$ cat src/hw/dbg_port_pkg.sv
// Package of constants and types for the debug port select and acquire block
// ---------------------------------------------------------------------------
// ---------------------------------------------------------------------------
`default_nettype none
package dbg_port_pkg;
	// Clock and timing
	localparam int          CLK_MHZ        = 250;
	localparam int          KEY_WINDOW_NS  = 8000;
	localparam int          KEY_WINDOW_CYC = KEY_WINDOW_NS * CLK_MHZ / 1000;
	// Register map (byte addresses)
	localparam logic [3:0]  ADDR_CTRL      = 4'h0;
	localparam logic [3:0]  ADDR_STATUS    = 4'h4;
	localparam logic [3:0]  ADDR_KEY       = 4'h8;
	// Control field positions
	localparam int          CTRL_TRACE_EN  = 0;
	localparam int          CTRL_WIRE_EN   = 1;
	localparam int          CTRL_PTRACE_EN = 2;
	localparam int          CTRL_SCAN_DIS  = 3;
	localparam int          CTRL_SER_DIS   = 4;
	// Default key value, arbitrary
	localparam logic [31:0] KEY_DEFAULT    = 32'h5A3C_96E1;
	localparam logic [31:0] ZERO_WORD      = 32'h0000_0000;
	// Which pair holds the serial debug port
	typedef enum logic [2:0]
	{
		PAIR_NONE = 3'b001,
		PAIR_SCAN = 3'b010,
		PAIR_USB  = 3'b100
	} pair_sel_t;
endpackage
`default_nettype wire

$ cat src/hw/key_bus_if.sv
// Interface carrying key-detector inputs and result between modules
`default_nettype none
interface key_bus_if;
	logic clk_rise; // Edge of the host's data clock
	logic data_in;  // Sampled data bit
	logic window;   // Key window still open
	logic match;    // Key seen, one-cycle pulse
	modport det (input clk_rise, data_in, window, output match);
	modport ctl (output clk_rise, data_in, window, input match);
endinterface
`default_nettype wire

$ cat src/hw/dbg_port_select.sv
// Top: debug port selection, key acquisition, lockout and register slave
`default_nettype none
module dbg_port_select
	import dbg_port_pkg::*;
#(
	parameter int          WINDOW_CYC = KEY_WINDOW_CYC,
	parameter logic [31:0] KEY        = KEY_DEFAULT
)
(
	// Clock and reset
	input  wire logic        clk,
	input  wire logic        arst_n,
	// Avalon-MM slave
	input  wire logic [3:0]  address,
	input  wire logic        read,
	input  wire logic        write,
	input  wire logic [31:0] writedata,
	output logic      [31:0] readdata,
	output logic             waitrequest,
	// Security latch result, sampled at reset release
	input  wire logic        lockout_in,
	// Scan port pins (mode-select, clock, data in, reset)
	input  wire logic        scan_ms_in,
	input  wire logic        scan_clk_in,
	input  wire logic        scan_di_in,
	input  wire logic        scan_rst_n_in,
	output logic             scan_ms_out,
	output logic             scan_ms_oe,
	// USB pin pair (D+ clock, D- data)
	input  wire logic        usb_dp_in,
	input  wire logic        usb_dm_in,
	output logic             usb_dm_out,
	output logic             usb_dm_oe,
	// Data out of the debug core for the serial port
	input  wire logic        ser_do,
	input  wire logic        ser_do_oe,
	// Trace source from the trace unit
	input  wire logic        trace_valid,
	input  wire logic [3:0]  trace_data,
	// Trace outputs
	output logic             single_wire_trace_out,
	output logic [3:0]       parallel_trace_out,
	// Port enables towards pins and core
	output logic             scan_en,
	output logic             scan_chain_en,
	output logic             ser_scan_pair_en,
	output logic             ser_usb_pair_en,
	output logic             scan_pins_gpio,
	output logic             usb_pins_gpio
);
	// -----------------------------------------------------------------
	// Pin synchronisers
	// -----------------------------------------------------------------
	logic [5:0] pins_s; // Synchronised pin levels
	dbg_port_sync #(.W(6)) u_sync
	(
		.clk    (clk),
		.arst_n (arst_n),
		.d      ({scan_ms_in, scan_clk_in, scan_di_in, scan_rst_n_in,
			usb_dp_in, usb_dm_in}),
		.q      (pins_s)
	);

	// -----------------------------------------------------------------
	// State
	// -----------------------------------------------------------------
	logic [15:0] win_cnt_reg;   // Key window down-counter
	logic [15:0] win_cnt_next;
	logic        lock_reg;      // Lockout captured after reset
	logic        lock_next;
	logic        lock_seen_reg; // Latch sampled once
	logic        lock_seen_next;
	pair_sel_t   pair_reg;      // Pair owning the serial port
	pair_sel_t   pair_next;
	logic [4:0]  ctrl_reg;      // Control bits
	logic [4:0]  ctrl_next;
	logic        fw_lock_reg;   // Trace left disabled by firmware
	logic        fw_lock_next;
	logic        sclk_q_reg;    // Previous scan clock level
	logic        uclk_q_reg;    // Previous usb clock level
	logic [31:0] rd_reg;        // Read data
	logic [31:0] rd_next;
	logic        wait_reg;      // Waitrequest
	logic        wait_next;
	logic [9:0]  pins_o_reg;    // Registered pin/port outputs
	logic [9:0]  pins_o_next;
	logic [4:0]  trc_reg;       // Registered trace outputs
	logic [4:0]  trc_next;

	// Key window: counter not spent and part not locked
	wire logic window_open = (win_cnt_reg != 16'h0000) && !lock_reg;
	// Host clock rising edges, seen after the synchroniser
	wire logic scan_rise   = pins_s[4] && !sclk_q_reg;
	wire logic usb_rise    = pins_s[1] && !uclk_q_reg;

	// -----------------------------------------------------------------
	// Key detectors, one per pair
	// -----------------------------------------------------------------
	key_bus_if kb_scan ();
	key_bus_if kb_usb ();
	assign kb_scan.clk_rise = scan_rise;
	assign kb_scan.data_in  = pins_s[5];
	assign kb_scan.window   = window_open && (pair_reg == PAIR_NONE);
	assign kb_usb.clk_rise  = usb_rise;
	assign kb_usb.data_in   = pins_s[0];
	assign kb_usb.window    = window_open && (pair_reg == PAIR_NONE);

	key_detect #(.KEY(KEY)) u_key_scan
	(
		.clk    (clk),
		.arst_n (arst_n),
		.kb     (kb_scan)
	);
	key_detect #(.KEY(KEY)) u_key_usb
	(
		.clk    (clk),
		.arst_n (arst_n),
		.kb     (kb_usb)
	);

	// -----------------------------------------------------------------
	// Accepted write to one register address
	// -----------------------------------------------------------------
	function automatic logic wr_hit(input logic wr, input logic busy,
		input logic [3:0] a, input logic [3:0] target);
		// A write counts only in the cycle where waitrequest is low
		return wr && !busy && (a == target);
	endfunction

	// -----------------------------------------------------------------
	// Next state of acquisition, lockout and control
	// -----------------------------------------------------------------
	always_comb
	begin
		win_cnt_next   = win_cnt_reg;
		lock_next      = lock_reg;
		lock_seen_next = 1'b1;
		pair_next      = pair_reg;
		ctrl_next      = ctrl_reg;
		fw_lock_next   = fw_lock_reg;
		if (!lock_seen_reg)
			lock_next = lockout_in;
		if (win_cnt_reg != 16'h0000)
			win_cnt_next = win_cnt_reg - 16'h0001;
		// a disabled serial port drops its pair
		if (ctrl_reg[CTRL_SER_DIS])
			pair_next = PAIR_NONE;
		// one pair only, scan pair wins a tie
		if (pair_reg == PAIR_NONE && kb_scan.match)
			pair_next = PAIR_SCAN;
		else if (pair_reg == PAIR_NONE && kb_usb.match)
			pair_next = PAIR_USB;
		// Register writes
		if (wr_hit(write, wait_reg, address, ADDR_CTRL))
		begin
			// once refused, stays off until reset
			if (!fw_lock_reg)
			begin
				ctrl_next[CTRL_TRACE_EN]  = writedata[CTRL_TRACE_EN];
				ctrl_next[CTRL_WIRE_EN]   = writedata[CTRL_WIRE_EN];
				ctrl_next[CTRL_PTRACE_EN] = writedata[CTRL_PTRACE_EN];
				fw_lock_next = !writedata[CTRL_TRACE_EN];
			end
			ctrl_next[CTRL_SCAN_DIS] = writedata[CTRL_SCAN_DIS];
			ctrl_next[CTRL_SER_DIS]  = writedata[CTRL_SER_DIS];
		end
		// scan port may enable serial on scan pair
		if (wr_hit(write, wait_reg, address, ADDR_KEY)
			&& writedata == KEY && pair_reg == PAIR_NONE)
			pair_next = PAIR_SCAN;
		if (pair_reg != PAIR_NONE && !ctrl_reg[CTRL_SER_DIS]
			&& wr_hit(write, wait_reg, address, ADDR_CTRL)
			&& !writedata[CTRL_SCAN_DIS])
			ctrl_next[CTRL_SCAN_DIS] = 1'b0;
		// a fresh key match wins over a serial disable
		if (pair_reg == PAIR_NONE && (kb_scan.match || kb_usb.match))
			ctrl_next[CTRL_SER_DIS] = 1'b0;
	end

	// -----------------------------------------------------------------
	// Next bus answer: one wait cycle, then data
	// -----------------------------------------------------------------
	always_comb
	begin
		rd_next   = rd_reg;
		wait_next = 1'b1;
		if ((read || write) && wait_reg)
			wait_next = 1'b0;
		// Read data captured as waitrequest drops
		if (read && wait_reg)
		begin
			case (address)
				ADDR_CTRL:   rd_next = {27'h0, ctrl_reg};
				ADDR_STATUS: rd_next = {26'h0, window_open, lock_reg,
					fw_lock_reg, pair_reg};
				default:     rd_next = ZERO_WORD;
			endcase
		end
	end

	// -----------------------------------------------------------------
	// Next pin controls and trace outputs
	// -----------------------------------------------------------------
	always_comb
	begin
		logic scan_on;
		logic ser_s;
		logic ser_u;
		logic trc_on;
		// scan port on its four or five pins
		scan_on = !lock_reg && !ctrl_reg[CTRL_SCAN_DIS] && pins_s[2];
		// serial port on the chosen pair
		ser_s   = !lock_reg && pair_reg == PAIR_SCAN;
		ser_u   = !lock_reg && pair_reg == PAIR_USB;
		trc_on  = !lock_reg && ctrl_reg[CTRL_TRACE_EN];
		pins_o_next = '0;
		pins_o_next[0] = scan_on && !ser_s;
		// chains only via the scan port
		pins_o_next[1] = scan_on && !ser_s;
		pins_o_next[2] = ser_s;
		pins_o_next[3] = ser_u;
		pins_o_next[4] = !(scan_on || ser_s);
		pins_o_next[5] = !ser_u;
		// data pin driven only when core asks
		pins_o_next[6] = ser_do;
		pins_o_next[7] = ser_s && ser_do_oe;
		pins_o_next[8] = ser_do;
		pins_o_next[9] = ser_u && ser_do_oe;
		// both trace ports from one source
		trc_next = {ctrl_reg[CTRL_WIRE_EN] && trc_on && trace_valid
			&& trace_data[0],
			(ctrl_reg[CTRL_PTRACE_EN] && trc_on && trace_valid)
			? trace_data : 4'h0};
	end

	// -----------------------------------------------------------------
	// Registers
	// -----------------------------------------------------------------
	always_ff @(posedge clk or negedge arst_n)
	begin
		if (!arst_n)
		begin
			win_cnt_reg   <= 16'(WINDOW_CYC);
			lock_reg      <= 1'b1;
			lock_seen_reg <= 1'b0;
			pair_reg      <= PAIR_NONE;
			ctrl_reg      <= 5'h00;
			fw_lock_reg   <= 1'b0;
			sclk_q_reg    <= 1'b0;
			uclk_q_reg    <= 1'b0;
			rd_reg        <= ZERO_WORD;
			wait_reg      <= 1'b1;
			pins_o_reg    <= 10'h030;
			trc_reg       <= 5'h00;
		end
		else
		begin
			win_cnt_reg   <= win_cnt_next;
			lock_reg      <= lock_next;
			lock_seen_reg <= lock_seen_next;
			pair_reg      <= pair_next;
			ctrl_reg      <= ctrl_next;
			fw_lock_reg   <= fw_lock_next;
			sclk_q_reg    <= pins_s[4];
			uclk_q_reg    <= pins_s[1];
			rd_reg        <= rd_next;
			wait_reg      <= wait_next;
			pins_o_reg    <= pins_o_next;
			trc_reg       <= trc_next;
		end
	end

	// Pin bits: 0-1 scan, 2-3 pairs, 4-5 gpio, 6-9 data pin drive
	// Outputs straight from flip-flops
	assign readdata              = rd_reg;
	assign waitrequest           = wait_reg;
	assign scan_en               = pins_o_reg[0];
	assign scan_chain_en         = pins_o_reg[1];
	assign ser_scan_pair_en      = pins_o_reg[2];
	assign ser_usb_pair_en       = pins_o_reg[3];
	assign scan_pins_gpio        = pins_o_reg[4];
	assign usb_pins_gpio         = pins_o_reg[5];
	assign scan_ms_out           = pins_o_reg[6];
	assign scan_ms_oe            = pins_o_reg[7];
	assign usb_dm_out            = pins_o_reg[8];
	assign usb_dm_oe             = pins_o_reg[9];
	assign single_wire_trace_out = trc_reg[4];
	assign parallel_trace_out    = trc_reg[3:0];
endmodule
`default_nettype wire

$ cat src/hw/key_detect.sv
// Shift register that spots the acquisition key on one pin pair
`default_nettype none
module key_detect
	import dbg_port_pkg::*;
#(
	parameter logic [31:0] KEY = KEY_DEFAULT
)
(
	// Clock and reset
	input  wire logic clk,
	input  wire logic arst_n,
	// Detector link
	key_bus_if.det    kb
);
	logic [31:0] shift_reg;  // Recent bits
	logic [31:0] shift_next;
	logic        hit_reg;    // Match pulse
	logic        hit_next;

	// -----------------------------------------------------------------
	// Next value of the shifter
	// -----------------------------------------------------------------
	always_comb
	begin
		shift_next = shift_reg;
		hit_next   = 1'b0;
		if (kb.clk_rise && kb.window)
		begin
			shift_next = {shift_reg[30:0], kb.data_in};
			hit_next   = ({shift_reg[30:0], kb.data_in} == KEY);
		end
	end

	// Registers
	always_ff @(posedge clk or negedge arst_n)
	begin
		if (!arst_n)
		begin
			shift_reg <= ZERO_WORD;
			hit_reg   <= 1'b0;
		end
		else
		begin
			shift_reg <= shift_next;
			hit_reg   <= hit_next;
		end
	end

	assign kb.match = hit_reg;
endmodule
`default_nettype wire

$ cat src/hw/dbg_port_sync.sv
// Two-flop synchroniser for a group of pin inputs
`default_nettype none
module dbg_port_sync
#(
	parameter int W = 4
)
(
	// Clock and reset
	input  wire logic         clk,
	input  wire logic         arst_n,
	// Raw and synchronised pins
	input  wire logic [W-1:0] d,
	output logic      [W-1:0] q
);
	logic [W-1:0] s1_reg; // First stage, read only by second
	logic [W-1:0] s2_reg; // Second stage

	// Two stages in series
	always_ff @(posedge clk or negedge arst_n)
	begin
		if (!arst_n)
		begin
			s1_reg <= '0;
			s2_reg <= '0;
		end
		else
		begin
			s1_reg <= d;
			s2_reg <= s1_reg;
		end
	end

	assign q = s2_reg;
endmodule
`default_nettype wire

$ cat config.mk
export PLATFORM = sky130hd
export DESIGN_NAME = dbg_port_select
export DESIGN_NICKNAME = d
export VERILOG_FILES = /design/src/hw/dbg_port_pkg.sv /design/src/hw/key_bus_if.sv /design/src/hw/dbg_port_select.sv /design/src/hw/key_detect.sv /design/src/hw/dbg_port_sync.sv
export SDC_FILE = /design/constraint.sdc
export NUM_CORES = 1
export LEC_CHECK = 0
export BUFFER_PORTS_ARGS = -buffer_cell sky130_fd_sc_hd__buf_2
export CAP_MARGIN = 15
export CORE_MARGIN = 2
export CORE_UTILIZATION = 50
export DETAILED_ROUTE_END_ITERATION = 8
export PLACE_DENSITY = 0.73
export SYNTH_ARGS = -nofsm -noshare
export SYNTH_HDL_FRONTEND = slang
export SYNTH_SLANG_ARGS = --single-unit
export TNS_END_PERCENT = 5
$ cat constraint.sdc
create_clock -name clk -period 3.1 [get_ports clk]
set_clock_uncertainty 0.1 [all_clocks]
set_input_delay 0.775 -clock clk [delete_from_list [all_inputs] [get_ports clk]]
set_output_delay 0.775 -clock clk [all_outputs]
set_load 0.1 [all_outputs]
==> results.sh <==
export IMPL_timing_critical_path_to_type="register"
export IMPL_post_cts_resized=0
export IMPL_fillers=804
export IMPL_worstPathArrival_ps=2750
export IMPL_ios=102
export IMPL_track_usage=0.176
export IMPL_slew_violations=0
export IMPL_insertion_delay_ps=510
export IMPL_power_frac_clock=0.488
export IMPL_fp_dieH_um=106
export IMPL_powerDensity_nw_per_um2=636
export IMPL_multiInputGateArea_um2=1880
export IMPL_postCtsSetupBuffers=0
export IMPL_rsz0062_at_grt="no"
export IMPL_drtIter0Drc=134
export IMPL_cts_hold_buf=0
export IMPL_cts_htree_levels=4
export IMPL_synth_common_cells="dfrtp_1, mux2_2, buf_4"
export IMPL_finalHoldViolCount=0
export IMPL_via_count=3166
export IMPL_crit_type="register to register"
export IMPL_setup_violations=0
export IMPL_ys_flop_type="dfrtp_1"
export IMPL_grt_pass1_wl_mm=15.3
export IMPL_slew_headroom=0.593
export IMPL_vdd_drop_max_uv=365
export IMPL_cts_tree="yes"
export IMPL_firstDrtPassIters=4
export IMPL_pwr_share_seq=0.424
export IMPL_die_w_um=106
export IMPL_io_buffers=74
export IMPL_netSwitchingPower_mw=0.973
export IMPL_grt_overflow=0
export IMPL_routed_via_density=5.11
export IMPL_synth_most_common_cell="dfrtp_1"
export IMPL_synth_edff_count=0
export IMPL_cap_violations=0
export IMPL_grt_pass1_vias=3269
export IMPL_path_max_fanout=5
export IMPL_n_antenna_cell=0
export IMPL_p_int_mw=2.97
export IMPL_synth_top_area_cell="dfrtp_1"
export IMPL_start_util=0.508
export IMPL_clock_sinks=123
export IMPL_regArea_um2=3090
export IMPL_antenna_found_initial=0
export IMPL_coreArea_um2=10200
export IMPL_gp_congestion=0.785
export IMPL_syn_cell_area_um2=5170
export IMPL_die_area_um2=11200
export IMPL_ys_ff_latch=123
export IMPL_p_comb_frac=0.088
export IMPL_layout_area_overhead_vs_synth_pct=19.8
export IMPL_synth_warnings=0
export IMPL_outcome="finished, final reports clean"
export IMPL_routed_wl_mm=9.02
export IMPL_ant_nets=0
export IMPL_hold_class="primary input to asynchronous set/reset pin"
export IMPL_final_core_util=0.608
export IMPL_rows=37
export IMPL_cts_buffers=17
export IMPL_yosysUniqueCellTypes=49
export IMPL_grt_max_degree=58
export IMPL_p_leak_nw=3.14
export IMPL_swShare=0.247
export IMPL_drive_above_1_share=0.408
export IMPL_ff2ff_path_depth=6
export IMPL_worst_ep_required_time_ps=3390
export IMPL_async_reset_ff_frac=1.00
export IMPL_syn_avg_cell_area_um2=13.5
export IMPL_tightest_slew_ps=602
export IMPL_clockBufferDepth=2
export IMPL_drc=0
export IMPL_clk_pin_slew_ps=60
export IMPL_root_buffer="clkbuf_8"
export IMPL_r2r_end="win_cnt_reg[12]"
export IMPL_drt_wirelength_per_cell_um=14.6
export IMPL_seq_area_frac_synth=0.598
export IMPL_start_kind="register"
export IMPL_min_period_ps=2460
export IMPL_reg2reg_from="win_cnt_reg[0]"
export IMPL_period_share=0.794
export IMPL_rrSetupSlack_ps=640
export IMPL_synth_top_area_share=0.542
export IMPL_clock_fmax_ghz=0.406
export IMPL_nNetsFinal=526
export IMPL_dp_hpwl_mm=6.16
export IMPL_setup_tns_ps=0
export IMPL_synthCells=382
export IMPL_yosys_top_cells_area="dfrtp_1, mux2_2, dfstp_2"
[worst max-delay path, stage by stage (launching register included)]
cell and delay (ps):
dfrtp_1 410, inv_1 90, ha_1 180, or3b_4 410, or4_4 460, or3b_1 390
mux2_4 300
[final cells by class]
class	instances	share of cell area
sequential	123	0.499
multi-input combinational	240	0.303
clock buffer	20	0.0719
timing repair buffer	80	0.0695
tap	136	0.0275
clock inverter	12	0.0236
inverter	8	0.00485
[routing by layer]
| layer | vias up | GRT usage | wire, µm |
|---|---|---|---|
| met5 | - | 0 | 0 |
| met4 | 0 | 0.0667 | 110 |
| met3 | 10 | 0.0557 | 517 |
| met2 | 102 | 0.288 | 4450 |
| met1 | 1557 | 0.220 | 3940 |
| li1 | 1497 | - | - |
[worst max-delay path by stage]
stage / from / end / slack (ps)
after global routing: win_cnt_reg[0] / win_cnt_reg[12] / 570
after floorplan: address[1] / ctrl_reg[0] / 660
after detailed placement: address[1] / ctrl_reg[0] / 400
after global placement: address[1] / ctrl_reg[1] / 450
final: win_cnt_reg[0] / win_cnt_reg[12] / 640
after CTS: win_cnt_reg[0] / win_cnt_reg[12] / 640
[per-stage QoR]
step | hold slack, ps | area [µm²] | std cells | power, mW | setup WS, ps
final | 137 | 6190 | 619 | 3.94 | 639
after floorplan | 231 | 5260 | 407 | 1.98 | 657
after detailed placement | 235 | 5600 | 587 | 2.05 | 395
after CTS | 149 | 6190 | 619 | 3.98 | 643
after global placement | 233 | 5600 | 587 | 2.04 | 445
after global routing | 157 | 6190 | 619 | 4.09 | 575
[placed cells by master, fill, tap and decap left out, drive strengths merged, types with 7 or more instances in the layout]
cell type / synthesis / final
clkbuf: 2 / 20
inv: 8 / 8
nand4: 7 / 7
nand2: 18 / 18
mux2i: 8 / 8
dfrtp: 112 / 112
nor2: 13 / 13
dfstp: 11 / 11
conb: 2 / 27
nor4bb: 8 / 8
mux2: 68 / 68
xnor2: 7 / 7
o21ai: 10 / 10
nor4: 10 / 10
buf: 34 / 80
[cell families after synthesis]
group,count (synthesis),synth area share
flops,123,0.598
simple gates,103,0.130
mux,76,0.164
buf+inv,44,0.0566
compound gates,22,0.0273
xor+xnor,10,0.0169
fa+ha+maj,2,0.00484
other cells,2,0.00145
[power groups by stage]
stage	clock network [mW]	logic (mW)	registers (mW)
6_report	1.92	0.346	1.67
5_1_grt	2.05	0.367	1.67
4_1_cts	1.96	0.349	1.67
3_5_place_dp	0	0.348	1.70
3_3_place_gp	0	0.345	1.70
2_1_floorplan	0	0.225	1.75
No activity file was read; power rests on OpenSTA's default activity.
